`config.mk`:
```
export PLATFORM = sky130hd
export DESIGN_NAME = tmecc_top
export DESIGN_NICKNAME = d
export VERILOG_FILES = /design/src/tmecc_pkg.sv /design/src/tmecc_tick_if.sv /design/src/tmecc_prescaler.sv /design/src/tmecc_top.sv
export SDC_FILE = /design/constraint.sdc
export NUM_CORES = 1
export LEC_CHECK = 0
export ABC_CLOCK_PERIOD_IN_PS = 3500
export BUFFER_PORTS_ARGS = -buffer_cell sky130_fd_sc_hd__buf_2
export CORE_MARGIN = 5
export CORE_UTILIZATION = 38
export DETAILED_ROUTE_END_ITERATION = 8
export PLACE_DENSITY = 0.66
export SYNTH_ARGS = -nofsm -noshare
export SYNTH_HDL_FRONTEND = slang
export SYNTH_HIERARCHICAL = 1
export SYNTH_SLANG_ARGS = --single-unit
```
`constraint.sdc`:
```
create_clock -name clk -period 3.5 [get_ports clk]
set_input_delay 0.7 -clock clk [delete_from_list [all_inputs] [get_ports clk]]
set_output_delay 0.7 -clock clk [all_outputs]
set_load 0.02 [all_outputs]
```
`src/tmecc_pkg.sv`:
```
// Shared constants for the timer event counter control block
package tmecc_pkg;
  // Register byte addresses
  localparam logic [31:0] TMECC_ADDR_RUN = 32'hffffc700;
  localparam logic [31:0] TMECC_ADDR_MODE_LO = 32'hffffc704;
  localparam logic [31:0] TMECC_ADDR_MODE_HI = 32'hffffc705;
  localparam logic [31:0] TMECC_ADDR_CMP0 = 32'hffffc70c;
  localparam logic [31:0] TMECC_ADDR_CMP1 = 32'hffffc710;
  localparam logic [31:0] TMECC_ADDR_CAP0 = 32'hffffc714;
  localparam logic [31:0] TMECC_ADDR_CNT = 32'hffffc71c;
  localparam logic [31:0] TMECC_ADDR_STAT = 32'hffffc720;
  // Run register fields
  localparam int TMECC_RUN_TIMER = 0;
  localparam int TMECC_RUN_OVF_IE = 1;
  localparam int TMECC_RUN_PRESC = 2;
  localparam int TMECC_RUN_IDLE = 3;
  localparam int TMECC_RUN_SRC = 4;
  localparam int TMECC_RUN_EDGE = 5;
  localparam int TMECC_RUN_DBUF = 7;
  // Mode low fields
  localparam int TMECC_MODE_CLK_LSB = 0;
  localparam int TMECC_MODE_CLE = 3;
  localparam int TMECC_MODE_CPM_LSB = 4;
  // Mode high fields
  localparam int TMECC_MODEH_SWCAP = 0;
  localparam int TMECC_MODEH_RSVD = 1;
  // Reset values
  localparam logic [7:0] TMECC_RUN_RST = 8'h00;
  localparam logic [7:0] TMECC_MODE_LO_RST = 8'h00;
  localparam logic [1:0] TMECC_CPM_OFF = 2'h0;
  // Clock source codes
  typedef enum logic [2:0] {
    TMECC_CLK_PIN = 3'b000,
    TMECC_CLK_DIV1 = 3'b001,
    TMECC_CLK_DIV32 = 3'b110
  } tmecc_clk_e;
  localparam int TMECC_DIV_W = 5;
endpackage : tmecc_pkg

```
`src/tmecc_tick_if.sv`:
```
// Count tick and trigger edge carrier between control and prescaler
`timescale 1ns/1ps
`default_nettype none
interface tmecc_tick_if;
  logic presc_run;
  logic [2:0] clk_sel;
  logic count_tick;
  logic pin_rise;
  logic pin_fall;
  modport gen (input presc_run, input clk_sel, output count_tick, output pin_rise, output pin_fall);
  modport ctl (output presc_run, output clk_sel, input count_tick, input pin_rise, input pin_fall);
endinterface : tmecc_tick_if
`default_nettype wire

```
`src/tmecc_prescaler.sv`:
```
// Prescaler and trigger pin synchroniser producing count ticks
`timescale 1ns/1ps
`default_nettype none
module tmecc_prescaler
  import tmecc_pkg::*;
(
  // Clock and reset
  input wire logic clk,
  input wire logic rst_n,
  input wire logic ce,
  // Trigger pin
  input wire logic trigger_input_pin,
  // Tick carrier
  tmecc_tick_if.gen tk
);
  typedef struct packed {
    logic [2:0] sync;
    logic lvl;
    logic rise;
    logic fall;
    logic [TMECC_DIV_W-1:0] div;
  } tmecc_psc_s;

  tmecc_psc_s s_q, s_d;
  logic [TMECC_DIV_W-1:0] mask;
  logic int_tick;

  // Divide by 2^(sel-1): tick when the low sel-1 bits are all ones
  always_comb begin
    mask = TMECC_DIV_W'((32'h1 << (tk.clk_sel - 3'h1)) - 32'h1);
    int_tick = tk.presc_run && (tk.clk_sel >= TMECC_CLK_DIV1) && (tk.clk_sel <= TMECC_CLK_DIV32) &&
               ((s_q.div & mask) == mask);
    tk.count_tick = (tk.clk_sel == TMECC_CLK_PIN) ? s_q.rise : int_tick;
    tk.pin_rise = s_q.rise;
    tk.pin_fall = s_q.fall;
  end

  always_comb begin
    s_d = s_q;
    s_d.sync = {s_q.sync[1:0], trigger_input_pin};
    s_d.rise = 1'b0;
    s_d.fall = 1'b0;
    // Level changes only when stages two and three agree, filtering one-cycle glitches
    if (s_q.sync[2] == s_q.sync[1] && s_q.sync[2] != s_q.lvl) begin
      s_d.lvl = s_q.sync[2];
      s_d.rise = s_q.sync[2];
      s_d.fall = !s_q.sync[2];
    end
    // Stopped prescaler is cleared so the first tick after restart has a full period
    s_d.div = tk.presc_run ? s_q.div + TMECC_DIV_W'(1) : '0;
  end

  always_ff @(posedge clk) begin
    if (!rst_n) begin
      s_q <= '0;
    end else if (ce) begin
      s_q <= s_d;
    end
  end
endmodule : tmecc_prescaler
`default_nettype wire

```
`src/tmecc_top.sv`:
```
// Run and mode control of a 16-bit timer/event counter
`timescale 1ns/1ps
`default_nettype none
module tmecc_top
  import tmecc_pkg::*;
#(
  parameter int CNT_W = 16
) (
  // Clock, reset, enable
  input wire logic clk,
  input wire logic rst_n,
  input wire logic ce,
  // Register port
  input wire logic [31:0] reg_addr,
  input wire logic [15:0] reg_wdata,
  input wire logic reg_wr,
  input wire logic reg_rd,
  output logic [15:0] reg_rdata,
  // Trigger pin
  input wire logic trigger_input_pin,
  // Events
  output logic overflow_irq,
  output logic compare0_irq,
  output logic compare1_irq,
  output logic match0_pulse,
  output logic match1_pulse,
  output logic [CNT_W-1:0] up_counter_value
);
  import tmecc_pkg::*;

  if (CNT_W < 8 || CNT_W > 16) begin : g_chk
    $error("CNT_W must be between 8 and 16");
  end

  // The prescaler's divide counter must span the widest divider, by 32
  if (TMECC_DIV_W < 5) begin : g_div_chk
    $error("TMECC_DIV_W must be at least 5");
  end

  typedef struct packed {
    logic [7:0] run;
    logic [7:0] mode_lo;
    logic mode_hi_rsvd;
    logic [CNT_W-1:0] cmp0_buf;
    logic [CNT_W-1:0] cmp0;
    logic [CNT_W-1:0] cmp1;
    logic [CNT_W-1:0] cap0;
    logic [CNT_W-1:0] cnt;
    logic trig_held;
    logic [15:0] rdata;
    logic ovf_irq;
    logic c0_irq;
    logic c1_irq;
    logic m0;
    logic m1;
  } tmecc_top_s;

  tmecc_top_s s_q, s_d;
  tmecc_tick_if tk ();

  logic timer_run_bit, overflow_interrupt_enable, prescaler_run, idle_hold_control;
  logic count_start_source_select, trigger_edge_select, double_buffer_enable;
  logic clear_on_match;
  logic [1:0] capture_mode_field;
  logic sel_edge, started, counting, hit0, hit1, ovf, wrap;
  logic [CNT_W-1:0] wd;

  tmecc_prescaler u_presc (
    .clk(clk),
    .rst_n(rst_n),
    .ce(ce),
    .trigger_input_pin(trigger_input_pin),
    .tk(tk.gen)
  );

  always_comb begin
    timer_run_bit = s_q.run[TMECC_RUN_TIMER];
    overflow_interrupt_enable = s_q.run[TMECC_RUN_OVF_IE];
    prescaler_run = s_q.run[TMECC_RUN_PRESC];
    idle_hold_control = s_q.run[TMECC_RUN_IDLE];
    count_start_source_select = s_q.run[TMECC_RUN_SRC];
    trigger_edge_select = s_q.run[TMECC_RUN_EDGE];
    double_buffer_enable = s_q.run[TMECC_RUN_DBUF];
    clear_on_match = s_q.mode_lo[TMECC_MODE_CLE];
    capture_mode_field = s_q.mode_lo[TMECC_MODE_CPM_LSB +: 2];
    // Run and select bits go to the prescaler straight from the registers
    tk.presc_run = prescaler_run;
    tk.clk_sel = s_q.mode_lo[TMECC_MODE_CLK_LSB +: 3];
    wd = reg_wdata[CNT_W-1:0];
  end

  always_comb begin
    // Edges come from the filtered pin, so a one-cycle glitch never starts the timer
    sel_edge = trigger_edge_select ? tk.pin_fall : tk.pin_rise;
    started = count_start_source_select ? s_q.trig_held : 1'b1;
    counting = timer_run_bit && idle_hold_control && started && tk.count_tick;
    // Compare 0 never matches at zero; compare 1 does
    hit0 = counting && (s_q.cmp0 != '0) && (s_q.cnt == s_q.cmp0);
    hit1 = counting && (s_q.cnt == s_q.cmp1);
    ovf = counting && (s_q.cnt == {CNT_W{1'b1}});
    wrap = (hit1 && clear_on_match) || ovf;
  end

  always_comb begin
    s_d = s_q;
    s_d.ovf_irq = 1'b0;
    s_d.c0_irq = 1'b0;
    s_d.c1_irq = 1'b0;
    s_d.m0 = hit0;
    s_d.m1 = hit1;
    s_d.rdata = '0;

    // Counter
    if (!timer_run_bit) begin
      s_d.cnt = '0;
      s_d.trig_held = 1'b0;
    end else begin
      // Only the first accepted edge latches; later edges fall through unused
      if (count_start_source_select && !s_q.trig_held && sel_edge) begin
        s_d.trig_held = 1'b1;
      end
      // Compare 1 at zero with clear-on-match pins the counter at zero
      if (hit1 && clear_on_match) begin
        s_d.cnt = '0;
      end else if (counting) begin
        s_d.cnt = s_q.cnt + CNT_W'(1);
      end
    end

    // Buffered compare value moves over at the end of each counting cycle
    if (double_buffer_enable && wrap) begin
      s_d.cmp0 = s_q.cmp0_buf;
    end

    // Event outputs are one-cycle pulses; a low clock enable stretches them
    s_d.ovf_irq = ovf && overflow_interrupt_enable;
    s_d.c0_irq = hit0 && (capture_mode_field == TMECC_CPM_OFF);
    s_d.c1_irq = hit1 && (capture_mode_field == TMECC_CPM_OFF);

    // Register writes
    if (reg_wr) begin
      case (reg_addr)
        TMECC_ADDR_RUN: begin
          // Bit 6 is kept as written; software is expected to leave it zero
          s_d.run = reg_wdata[7:0];
        end
        TMECC_ADDR_MODE_LO: begin
          // Bits 7 and 6 do not exist and read back as zero
          s_d.mode_lo = reg_wdata[7:0] & 8'h3f;
        end
        TMECC_ADDR_MODE_HI: begin
          // Writing 0 to bit 0 captures; it reads back as one, so a bit read-modify-write fires no capture
          s_d.mode_hi_rsvd = reg_wdata[TMECC_MODEH_RSVD];
          if (!reg_wdata[TMECC_MODEH_SWCAP]) begin
            s_d.cap0 = s_q.cnt;
          end
        end
        TMECC_ADDR_CMP0: begin
          s_d.cmp0_buf = wd;
          if (!double_buffer_enable) begin
            s_d.cmp0 = wd;
          end
        end
        TMECC_ADDR_CMP1: begin
          s_d.cmp1 = wd;
        end
        default: begin
        end
      endcase
    end

    // Register reads, data valid the following cycle
    if (reg_rd) begin
      case (reg_addr)
        TMECC_ADDR_RUN: s_d.rdata = {8'h00, s_q.run};
        TMECC_ADDR_MODE_LO: s_d.rdata = {8'h00, s_q.mode_lo};
        TMECC_ADDR_MODE_HI: s_d.rdata = {14'h0000, s_q.mode_hi_rsvd, 1'b1};
        // Compare 0 reads back the last value written, not the active one
        TMECC_ADDR_CMP0: s_d.rdata = 16'(s_q.cmp0_buf);
        TMECC_ADDR_CMP1: s_d.rdata = 16'(s_q.cmp1);
        TMECC_ADDR_CAP0: s_d.rdata = 16'(s_q.cap0);
        TMECC_ADDR_CNT: s_d.rdata = 16'(s_q.cnt);
        // Status shows whether a trigger start has been taken
        TMECC_ADDR_STAT: s_d.rdata = {14'h0000, s_q.trig_held, started};
        default: s_d.rdata = 16'h0000;
      endcase
    end
  end

  always_ff @(posedge clk) begin
    if (!rst_n) begin
      // Reset does not wait for the clock enable, so a frozen block still starts clean
      s_q <= '0;
      s_q.run <= TMECC_RUN_RST;
      s_q.mode_lo <= TMECC_MODE_LO_RST;
    end else if (ce) begin
      s_q <= s_d;
    end
  end

  assign reg_rdata = s_q.rdata;
  assign overflow_irq = s_q.ovf_irq;
  assign compare0_irq = s_q.c0_irq;
  assign compare1_irq = s_q.c1_irq;
  assign match0_pulse = s_q.m0;
  assign match1_pulse = s_q.m1;
  assign up_counter_value = s_q.cnt;
endmodule : tmecc_top
`default_nettype wire

```
==> After elaboration in Yosys (flattened, before gate mapping) <==
Index checks and enable logic that the tools add are counted.
{ "word_totals": {"register_bits": 128, "inputBits": 54, "out_inout_bits": 37} }
{ "classes": {"addsub": 4, "n_lt_le_gt_ge": 2, "eq_ne": 16, "shift": 1, "mux": 18, "bitwise_logic": 2, "reduce_logical": 33} }
{ "op_table": {"columns": ["op", "count"], "rows": [
  ["32-bit == test, second input constant", 8],
  ["16-bit 2-to-1 mux", 9],
  ["16-bit case mux with 8 select lines", 1],
  ["48-bit 2-to-1 mux", 1],
  ["16-bit == test", 2],
  ["1-bit logical AND", 18],
  ["17-bit 2-to-1 mux", 1],
  ["16-bit by 1-bit adder with 16-bit output, second input constant", 1],
  ["16-bit == test, second input constant", 1],
  ["16-bit nonzero test", 1],
  ["3-bit AND reduction", 5],
  ["2-bit AND reduction", 3],
  ["5-bit by 1-bit adder with 5-bit output, second input constant", 1],
  ["5-bit bitwise AND", 1],
  ["5-bit == test", 1],
  ["5-bit 2-to-1 mux", 1],
  ["1-bit by 3-bit left shift with 5-bit output, first input constant", 1],
  ["5-bit by 1-bit subtractor with 5-bit output, second input constant", 1],
  ["1-bit 2-to-1 mux", 4],
  ["4-bit AND reduction", 1],
  ["3-bit by 1-bit >= comparator with 1-bit output, second input constant", 1],
  ["3-bit less-or-equal comparator, second input constant", 1],
  ["3-bit logical NOT", 1],
  ["3-bit by 1-bit != test with 1-bit output, second input constant", 1],
  ["other kinds (9)", 10]
]} }

==> Logic depth before layout (Yosys ltp) <==
Gate-level depths: netlist of the first run.
{ "logic_depth": {"depth_word": 16, "depth_mapped": 14, "ltp_nobuf": 13} }

==> Cells and area by module <==
Netlist of the first run, hierarchy kept.
{ "by_module_without_submodules": {"columns": ["mod", "instances", "cells_each", "area_per_inst_um2", "seq_area_each_um2"], "rows": [
  ["tmecc_top", 1, 732, 5894.4, 2342.2],
  ["tmecc_prescaler", 1, 69, 598.1, 220.2]
]} }

==> Least setup slack after synthesis of the first run <==
No wires, ideal clock.
{ "synth_timing": {"path_type": "reg-to-reg", "startpoint": "register s_q[104] (netlist bit)", "endpoint": "register s_q[75] (netlist bit)", "setup_ns": 0.086, "arrival_time_ns": 2.964, "t_required_ns": 3.414, "path_slack_ns": 0.450, "stages_incl_launch_ff": 15, "path_buffers": 1, "cell_sequence": "dfxtp_1 -> and2b_1 -> or2b_1 -> ha_1 -> xnor2_1 -> nor3b_1 -> a21oi_1 -> o221a_2 -> nand2_1 -> nor3b_1 -> and4_1 -> a32oi_1 -> clkbuf_1 -> o22ai_1 -> a211oi_1"} }
{ "synth_between": {"elab_chain_len": 16, "elab_cells_between_ends": 22, "classes_between": "add/sub (2); order compare (2); eq/ne (1); shift (1); mux (5); bitwise (1); reduce/logical (10)"} }
{ "synth_rtl": {"columns": ["element", "line_no", "source"], "rows": [
  ["from (decl)", "tmecc_top.sv:58", "tmecc_top_s s_q, s_d;"],
  ["3-bit by 1-bit subtractor with 3-bit output", "tmecc_prescaler.sv:30", "mask = TMECC_DIV_W'((32'h1 << (tk.clk_sel - 3'h1)) - 32'h1);"],
  ["1-bit by 3-bit left shift with 5-bit output", "tmecc_prescaler.sv:30", null],
  ["5-bit by 1-bit subtractor with 5-bit output", "tmecc_prescaler.sv:30", null],
  ["5-bit bitwise AND", "tmecc_prescaler.sv:32", "((s_q.div & mask) == mask);"],
  ["5-bit == test", "tmecc_prescaler.sv:32", null],
  ["1-bit logical AND", "tmecc_prescaler.sv:31", "int_tick = tk.presc_run && (tk.clk_sel >= TMECC_CLK_DIV1) && (tk.clk_sel <= TMECC_CLK_DIV32) &&"],
  ["1-bit 2-to-1 mux *", "tmecc_prescaler.sv:33", "tk.count_tick = (tk.clk_sel == TMECC_CLK_PIN) ? s_q.rise : int_tick;"],
  ["via tk.count_tick", "tmecc_tick_if.sv:7", "logic count_tick;"],
  ["1-bit logical AND *", "tmecc_top.sv:96", "counting = timer_run_bit && idle_hold_control && started && tk.count_tick;"],
  ["1-bit logical AND", "tmecc_top.sv:99", "hit1 = counting && (s_q.cnt == s_q.cmp1);"],
  ["1-bit logical AND", "tmecc_top.sv:101", "wrap = (hit1 && clear_on_match) || ovf;"],
  ["1-bit logical OR *", "tmecc_top.sv:101", null],
  ["1-bit logical AND *", "tmecc_top.sv:131", "if (double_buffer_enable && wrap) begin"],
  ["16-bit 2-to-1 mux *", "tmecc_top.sv:131", null],
  ["16-bit 2-to-1 mux", "tmecc_top.sv:160", "if (!double_buffer_enable) begin"],
  ["16-bit 2-to-1 mux", "tmecc_top.sv:142", "case (reg_addr)"],
  ["48-bit 2-to-1 mux *", "tmecc_top.sv:141", "if (reg_wr) begin"]
]} }
The timed path passes the listed nets; every way through them passes the cells marked *.
A chain may end at the register's enable or synchronous reset.

==> Worst setup path after layout of the first run <==
{ "layout_timing": {"startpoint": "register s_q[105] (netlist bit)", "endpoint": "register s_q[81] (netlist bit)"} }
The elaborated chain is that of the path after synthesis.

==> results of run 1 <==
-- power by group --
group / switching [mW] / internal (mW)
Combinational: 0.0828 / 0.0440
Clock: 0.621 / 1.04
Sequential: 0.00226 / 1.46
Total: 0.706 / 2.54
-- Yosys cell counts (all sizes together) (15+ instances only) --
cell type and count:
a211oi 16, a21oi 79, buf 52, clkbuf 34, dfxtp 128, mux2i 15
nand2 149, nand4 27, nor2 53, nor4 19, o21ai 28, o22ai 17
xnor2 31, xor2 18
-- cells by family (layout without fill, tap and decap cells) --
kind of cell | count (synthesis) | after routing
xor gates and xnor gates | 49 | 49
muxes | 16 | 16
adders and majority gates | 3 | 3
and+or+nand+nor | 313 | 313
AOI/OAI and AO/OA | 195 | 195
DFF | 128 | 128
buffers and inverters | 97 | 162
-- cell usage in the layout (no fill, tap or decap), types with 3 or more instances in the layout --
| master | n |
|---|---|
| a211oi_1 | 16 |
| a21boi_0 | 4 |
| a21boi_1 | 7 |
| a21oi_1 | 78 |
| a222oi_1 | 12 |
| a22o_1 | 9 |
| a22oi_1 | 11 |
| and3_1 | 3 |
| buf_2 | 90 |
| buf_4 | 31 |
| clkbuf_1 | 3 |
| clkbuf_16 | 17 |
| clkbuf_8 | 4 |
| dfxtp_1 | 127 |
| ha_1 | 3 |
| inv_1 | 9 |
| mux2i_1 | 15 |
| nand2_1 | 149 |
| nand3_1 | 14 |
| nand3b_1 | 3 |
| nand4_1 | 25 |
| nand4b_1 | 4 |
| nor2_1 | 53 |
| nor2b_1 | 8 |
| nor3_1 | 10 |
| nor3b_1 | 3 |
| nor4_1 | 15 |
| nor4_4 | 3 |
| nor4b_1 | 3 |
| o21ai_0 | 19 |
| o21ai_1 | 9 |
| o22ai_1 | 17 |
| xnor2_1 | 31 |
| xor2_1 | 18 |
-- metal layers --
metal | GRT usage | wire length, µm
met3 | 0.0430 | 1690
met2 | 0.286 | 8620
met1 | 0.295 | 9320
met4 | 0.0581 | 324
met5 | 0 | 0
-- worst reg2reg max path: stages (launching register included) --
cell,delay (ns)
dfxtp_1,0.38
and2b_1,0.25
or2b_1,0.23
ha_1,0.25
xnor2_1,0.17
nor3b_1,0.07
a21oi_1,0.15
o221a_2,0.25
nand2_1,0.07
nor3b_1,0.26
and4_1,0.32
a221o_1,0.14
buf_4,0.21
a21oi_1,0.09
a211oi_1,0.25
-- path summary, 6_finish.rpt --
kind | start | endpoint | slack [ns] | depth (start not counted)
setup / recovery | s_q[105] | s_q[81] | 0.33 | 14
hold / removal | reg_rdata[9] | reg_rdata[9] | 0.44 | 2
setup reg to reg | s_q[105] | s_q[81] | 0.33 | 14
hold reg to reg | reg_rdata[9] | reg_rdata[9] | 0.44 | 2
-- sequential cells by signal, summed over array words and instances, names as in the netlist --
signal                     flops
prescaler_run                  1
u_presc/s_q                    7
overflow_interrupt_enable      1
u_presc/tk.pin_rise            1
match1_pulse                   1
count_start_source_select      1
match0_pulse                   1
compare0_irq                   1
up_counter_value              16
idle_hold_control              1
double_buffer_enable           1
u_presc/s_d                    2
overflow_irq                   1
capture_mode_field             2
u_presc/tk.pin_fall            1
reg_rdata                     16
clear_on_match                 1
compare1_irq                   1
s_q                           72
-- final cells by class --
type | count | share of cell area
Clock inverter | 5 | 0.00746
Clock buffer | 24 | 0.0652
Multi-Input combinational cell | 576 | 0.452
Tap cell | 220 | 0.0365
Timing Repair Buffer | 122 | 0.0932
Inverter | 11 | 0.00547
Sequential cell | 128 | 0.340
==> out/qor.txt, run 1 <==
Outcome: finished clean
Fmax: 316 MHz
Worst Path Class, Setup: flip-flop to flip-flop
VDD IR max: 0.000381 V
Worst Path Max Fanout: 16
First-pass GRT wire length: 31.4 mm
Htree depth: 4
# diodes: 0
Post-synth top area cell: dfxtp_1
Post-route clock period utilization: 0.905
Post-synth top area share: 0.395
# nets final: 913
Starting DRT DRC Count: 695
Number of remaining DRC errors: 0
Top delay family on crit path: simple AND/OR/NAND/NOR gates
Hold buffers post-CTS: 0
Starting Density: 0.389
Initial antenna violation count: 0
Vias in the first global route: 5569
Die width: 141 µm
Vias: 6149
CTS max path bufs: 2
Pin count of the biggest net entering global routing: 61
Asr flop ratio synth: 0
Total iterations of the first detailed-routing run: 6
Slew Viols, Final: 0
CP Capture Type: flip-flop
Predominant post-synthesis flop cell: dfxtp_1
Placed Cells: 1057
Cell variety after synth: 65
Final GP Congestion: 0.932
Placement row count: 47
Worst EP required: 3.83 ns
Die area: 19800 µm²
Ys Warns: 6
Power Density: 431 nW/µm²
CTS clock-pin slew for the worst setup and hold paths: 0.05 ns
Vias/cell: 5.66
Die Y: 141 µm
Footprint of the multi-input gates: 3410 µm²
Critical path cell sequence: and2b_1 -> or2b_1 -> ha_1 -> xnor2_1 -> nor3b_1 -> a21oi_1 -> o221a_2 -> nand2_1 -> nor3b_1 -> and4_1 -> a221o_1 -> buf_4 -> a21oi_1 -> a211oi_1
Syn-to-layout area delta: 16.2%
Max cap viols: 0
CP startpoint kind: flip-flop
CTS buffer count: 17
CTS tree: yes
Post-synthesis compound-gate area fraction: 0.192
Hold WS: 0.441 ns
RSZ-0062 raised after global routing: false
Post-synthesis instance area: 6490 µm²
Post-synthesis sequential area ratio: 0.395
FF/Latch Area: 2560 µm²
Antenna viol nets, final: 0
P_leak: 2.87 nW
CP max stage delay: 0.38 ns
Post-Layout Cell Count: 1086
WL final: 20.0 mm
Post-Syn Nets: 858
HPWL Detailed: 14.4 mm
Fill count: 1703
Critical path arrival: 3.49 ns
Largest family of logic cells by synthesized area: simple AND/OR/NAND/NOR gates
CP max stage cell: dfxtp_1
Final Cell Area: 7550 µm²
Dpl cell area: 7000 µm²
Global Route Usage Sum: 0.198
Final hold viol count: 0
Post-Syn Area per Cell: 8.11 µm²
Root buffer cell: clkbuf_16
EDFF count, synth: 0
Share of cells above drive strength 1: 0.191
Worst-margin pin slew: 0.740 ns
Port Buf Inserts: 90
Clk sinks: 128
Mux cell area share after synthesis: 0.0249
Xor and xnor area share after synthesis: 0.0661
Post-Route Skew: 0.00749 ns
GRT overflow: 0
Ranking of synthesized cells by area: dfxtp_1, nand2_1, a21oi_1, xnor2_1, buf_4
WL/cell: 18.4 µm
Final worst slack: 0.332 ns
Place WS: 0.330 ns
Seq cells post-synth: 128
Core area: 16700 µm²
Clock Latency Late Sink: 0.42 ns
Simple-gate share of the synthesized area: 0.237
Setup TNS: 0 ns
Post-CTS resize count: 0
Final min period: 3.17 ns
Final setup viols: 0
Worst path buffer plus inverter count: 1
Worst rel slew slack: 0.507
Pwr Total: 3.25 mW
IO Count: 91
Post CTS Setup Buffer Count: 0
Final Core Density: 0.452
HP Class: flip-flop to flip-flop
Synthesized-area fraction occupied by adder cells: 0.00578
Post-Syn Instances: 801
Note: power is estimated with default switching activity, not from simulation.
==> inputs of run 2 (changes only) <==
RECOVER_POWER = 50   (was default)
==> run 2 against run 1 <==
Net effect:
- clock power barely moved
- register-to-register slack worse by 0.04 ns
- first-iteration DRC count grew 5.2%
- sequential cell count unchanged
- critical endpoint unchanged
- setup slack got worse by 0.038 ns
==> out/qor.txt, run 2 (synthesis gave the netlist of run 1 again) <==
Worst Setup SP: s_q[105]
Top delay family on crit path: simple AND/OR/NAND/NOR gates
Post-route clock period utilization: 0.916 (+0.0108)
Max cap viols: 0 (unchanged)
Final setup viols: 0 (unchanged)
IO Count: 91 (unchanged)
Fmax: 312 MHz (-1.2%)
CTS buffer count: 17 (unchanged)
FF/Latch Area: 2560 µm² (unchanged)
Final hold viol count: 0 (unchanged)
Worst Path Max Fanout: 16 (unchanged)
Die width: 141 µm (unchanged)
CP max stage delay: 0.38 ns (about the same)
Commonest non-fill, non-tap cells in the layout: nand2_1, dfxtp_1, a21oi_1
# nets final: 913 (unchanged)
Number of flip-flops under the largest register name: 72 (unchanged)
Starting Density: 0.389 (unchanged)
Vias: 6174 (+0.41%)
Post-Route Skew: 0.00816 ns (+0.000662 ns)
# diodes: 0 (unchanged)
Critical path cell sequence: and2b_1 -> or2b_1 -> ha_1 -> xnor2_1 -> nor3b_1 -> a21oi_1 -> o221a_2 -> nand2_1 -> nor3b_1 -> and4_1 -> a221o_1 -> buf_4 -> a21oi_1 -> a211oi_1
Vias/cell: 5.69 (+0.41%)
Vias in the first global route: 5569 (unchanged)
Initial antenna violation count: 0 (unchanged)
Pwr Total: 3.25 mW (about the same)
Most flop-heavy register: s_q
CTS max path bufs: 2 (unchanged)
VDD IR max: 0.000382 V (+0.17%)
Share of cells above drive strength 1: 0.139 (-0.0520)
Fill count: 1714 (+0.65%)
Number of remaining DRC errors: 0 (unchanged)
Final min period: 3.21 ns (+0.0376 ns)
Setup TNS: 0 ns (unchanged)
HPWL Detailed: 14.4 mm (unchanged)
Die Y: 141 µm (unchanged)
Power Density: 435 nW/µm² (+1.0%)
Commonest non-fill, non-tap cell in the layout: nand2_1
CTS clock-pin slew for the worst setup and hold paths: 0.05 ns (about the same)
First-pass GRT wire length: 31.4 mm (unchanged)
HP Class: flip-flop to flip-flop
RR Startpoint: s_q[105]
Worst Path Class, Setup: flip-flop to flip-flop
Starting DRT DRC Count: 731 (+5.2%)
CP startpoint kind: flip-flop
Clk sinks: 128 (unchanged)
Final Cell Area: 7470 µm² (-1.0%)
RSZ-0062 raised after global routing: false
Core area: 16700 µm² (unchanged)
Outcome: finished clean
Hold WS: 0.443 ns (+0.00154 ns)
Root buffer cell: clkbuf_16
Syn-to-layout area delta: 15.0%
WL final: 20.1 mm (+0.74%)
GRT overflow: 0 (unchanged)
P_leak: 2.68 nW (-6.5%)
CP Capture Type: flip-flop
Critical path arrival: 3.53 ns (+0.04 ns)
CTS tree: yes
Footprint of the multi-input gates: 3400 µm² (-0.37%)
Die area: 19800 µm² (unchanged)
Final Core Density: 0.447 (-0.00472)
Slew Viols, Final: 0 (unchanged)
Htree depth: 4 (unchanged)
Clock Latency Late Sink: 0.42 ns (about the same)
Antenna viol nets, final: 0 (unchanged)
CP max stage cell: dfxtp_1
Hold path start: reg_rdata[9]
Final GP Congestion: 0.932 (unchanged)
Global Route Usage Sum: 0.198 (unchanged)
Worst path buffer plus inverter count: 1 (unchanged)
Dpl cell area: 7000 µm² (unchanged)
Placement row count: 47 (unchanged)
Worst EP required: 3.83 ns (about the same)
Port Buf Inserts: 90 (unchanged)
Worst-margin pin slew: 0.878 ns (+0.139 ns)
Total iterations of the first detailed-routing run: 5 (-1)
WL/cell: 18.5 µm (+0.74%)
Worst rel slew slack: 0.414 (-0.0924)
Pin count of the biggest net entering global routing: 61 (unchanged)
run 2: path summary, 6_finish.rpt:
check,to,slack [ns],cells after the start
worst max-delay path,s_q[81],0.29,14
worst min register to register,reg_rdata[9],0.44,2
worst max register to register,s_q[81],0.29,14
worst min-delay path,reg_rdata[9],0.44,2
run 2: metal layers:
metal | track usage | up-vias | wire, µm
li1 | - | 2937 | -
met1 | 0.295 | 2928 | 9310
met2 | 0.286 | 284 | 8680
met3 | 0.0430 | 25 | 1800
met4 | 0.0581 | 0 | 310
met5 | 0 | - | 0
run 2: repair_timing:
item	in CTS	in global routing
hold buffers	0	0
gates resized for setup	0	1
hold endpoints to repair	0	0
setup buffers	0	0
endpoints found under the setup margin	0	7
run 2: power by group:
| group | switching (mW) | internal [mW] | leakage [nW] | total, mW |
|---|---|---|---|---|
| Clock | 0.620 | 1.04 | 0.268 | 1.66 |
| Combinational | 0.0831 | 0.0433 | 1.38 | 0.126 |
| Sequential | 0.00226 | 1.46 | 1.03 | 1.46 |
run 2: tightest hold or removal path, cell delays in order, from the launching register on:
cell and delay, ns:
dfxtp_1 0.30, nand2_1 0.05, o21ai_1 0.05
run 2: through the flow:
step / setup slack [ns] / std cells
global placement: 0.452 / 1057
floorplan: 0.450 / 801
global route: 0.0261 / 1086
CTS: 0.314 / 1086
finish: 0.294 / 1086
detailed placement: 0.330 / 1057
run 2: cell type report:
type,instances,share of cell area
clock buffers,24,0.0659
clock inverters,5,0.00754
inverters,11,0.00553
multi-input cells,576,0.456
flip-flops and latches,128,0.343
well taps,220,0.0369
repair buffers,122,0.0853
==> inputs of run 3 (changes only) <==
CORE_ASPECT_RATIO = 0.75   (was default)
PLACE_DENSITY = 0.58   (was 0.66)
==> run 3 against run 2 <==
Net effect:
- die area is 0.14% higher
- final cell count is 1.0% higher
- fmax is 0.34% higher
- sequential power hardly changed
- worst hold slack better by 0.0086 ns
- register-to-register slack hardly changed
- global-route usage is 1.8 points higher
- clock power is 9.6% higher
- setup slack better by 0.011 ns
- sequential cell count stayed put
- non-clock buffer count is 13 higher
- core utilization is 0.63 points higher
- critical endpoint is now s_q[77]
- highest routed layer unchanged
==> out/qor.txt, run 3 (synthesis gave the netlist of run 1 again) <==
FF/Latch Area: 2560 µm² (about the same)
Final setup viols: 0 (unchanged)
Hold buffers post-CTS: 0 (unchanged)
Post CTS Setup Buffer Count: 0 (unchanged)
CTS max path bufs: 2 (unchanged)
Global Route Usage Sum: 0.216 (+0.0183)
Worst Path Class, Setup: flip-flop to flip-flop
Syn-to-layout area delta: 17.2%
Post-route clock period utilization: 0.913 (-0.00309)
Die area: 19800 µm² (+0.14%)
Antenna viol nets, final: 0 (unchanged)
Worst rel slew slack: 0.365 (-0.0492)
First-pass GRT wire length: 33.2 mm (+5.8%)
Share of cells above drive strength 1: 0.160 (+0.0213)
Die width: 161 µm (+14%)
Htree depth: 4 (unchanged)
Worst-margin pin slew: 0.952 ns (+0.0738 ns)
Fill count: 1707 (-0.41%)
Post-Route Skew: 0.00801 ns (-0.000147 ns)
P_leak: 2.77 nW (+3.2%)
Final hold viol count: 0 (unchanged)
Pwr Total: 3.41 mW (+4.9%)
CTS tree: yes
Initial antenna violation count: 0 (unchanged)
Power Density: 448 nW/µm² (+3.0%)
Pin count of the biggest net entering global routing: 87 (+43%)
Worst EP required: 3.77 ns (-0.06 ns)
Dpl cell area: 7080 µm² (+1.1%)
HP Class: flip-flop to flip-flop
Final Cell Area: 7610 µm² (+1.9%)
Slew Viols, Final: 0 (unchanged)
CTS clock-pin slew for the worst setup and hold paths: 0.06 ns (about the same)
CTS buffer count: 17 (unchanged)
Placement row count: 41 (-13%)
GRT overflow: 0 (unchanged)
HPWL Detailed: 15.5 mm (+7.0%)
Post-CTS resize count: 0 (unchanged)
Vias: 6250 (+1.2%)
Starting Density: 0.387 (-0.00171)
Number of remaining DRC errors: 0 (unchanged)
Port Buf Inserts: 90 (unchanged)
# diodes: 0 (unchanged)
Root buffer cell: clkbuf_16
IO Count: 91 (unchanged)
Outcome: finished clean
Core area: 16800 µm² (+0.44%)
Clock Latency Late Sink: 0.43 ns (about the same)
WL/cell: 19.2 µm (+4.0%)
Setup TNS: 0 ns (unchanged)
CP Capture Type: flip-flop
Critical path arrival: 3.46 ns (-0.07 ns)
Number of flip-flops under the largest register name: 72 (unchanged)
Vias in the first global route: 5782 (+3.8%)
Starting DRT DRC Count: 691 (-5.5%)
Vias/cell: 5.70 (+0.22%)
# nets final: 926 (+1.4%)
Final GP Congestion: 0.919 (-1.4%)
RSZ-0062 raised after global routing: false
Die Y: 123 µm (-12%)
Most flop-heavy register: s_q
Commonest non-fill, non-tap cells in the layout: nand2_1, dfxtp_1, a21oi_1
Worst Path Max Fanout: 10 (-6)
Clk sinks: 128 (unchanged)
Commonest non-fill, non-tap cell in the layout: nand2_1
Footprint of the multi-input gates: 3410 µm² (+0.26%)
Total iterations of the first detailed-routing run: 6 (+1)
Final min period: 3.19 ns (-0.0108 ns)
CP startpoint kind: flip-flop
VDD IR max: 0.000305 V (-20%)
WL final: 21.1 mm (+5.0%)
Fmax: 313 MHz (+0.34%)
Max cap viols: 0 (unchanged)
[run 3: changes by cell type in the layout (fill, tap and decap cells not counted), moves of 2 or more]
cell        previous run  this run
clkbuf_1              46        41
o21ai_1                9         1
o21ai_0               19        27
buf_4                 26        37
clkinv_4               1         3
clkinvlp_4             1         4
clkbuf_8               4         1
buf_2                 52        57
bufinv_16              1         3
clkinv_2               2         4
[run 3: layout make-up]
| type | count | area share |
|---|---|---|
| Sequential cell | 128 | 0.337 |
| Multi-Input combinational cell | 576 | 0.448 |
| Tap cell | 215 | 0.0354 |
| Clock buffer | 18 | 0.0577 |
| Inverter | 11 | 0.00543 |
| Clock inverter | 14 | 0.0219 |
| Timing Repair Buffer | 135 | 0.0943 |
[run 3: where the power goes]
group          total, mW  switching, mW  internal, mW
clock               1.82          0.684          1.13
sequential          1.46        0.00240          1.46
combinational      0.128         0.0845        0.0436
[run 3: per-layer routing]
metal,routed length (µm),global-route usage,up-vias
met2,8100,0.292,243
met4,246,0.0565,0
met1,10800,0.335,3019
met3,1920,0.0560,22
li1,-,-,2966
met5,0,0,-
[run 3: worst max-delay path, stage by stage (launching register included)]
cell      delay [ns]
dfxtp_1         0.31
and2b_1         0.22
or2b_1          0.24
ha_1            0.27
o21ai_0         0.09
nor4b_1         0.28
o221a_2         0.28
nand2_1         0.07
nor3b_1         0.31
and4_1          0.33
a32oi_2         0.15
buf_4           0.25
o22ai_1         0.15
a211oi_1        0.09
[run 3: worst paths after layout]
check	slack, ns	startpoint	cells after the start	endpoint
min reg2reg	0.45	s_q[45]	2	s_q[45]
max reg2reg	0.31	s_q[105]	13	s_q[77]
min	0.45	s_q[45]	2	s_q[45]
max	0.31	s_q[105]	13	s_q[77]
[run 3: through the flow]
stage	cells	hold WS, ns	setup WS (ns)	util
global placement	1065	0.438	0.246	0.422
detailed placement	1065	0.442	0.231	0.422
finish	1097	0.451	0.305	0.453
CTS	1097	0.452	0.190	0.458
floorplan	801	0.428	0.450	-
global route	1097	0.481	0.110	0.453
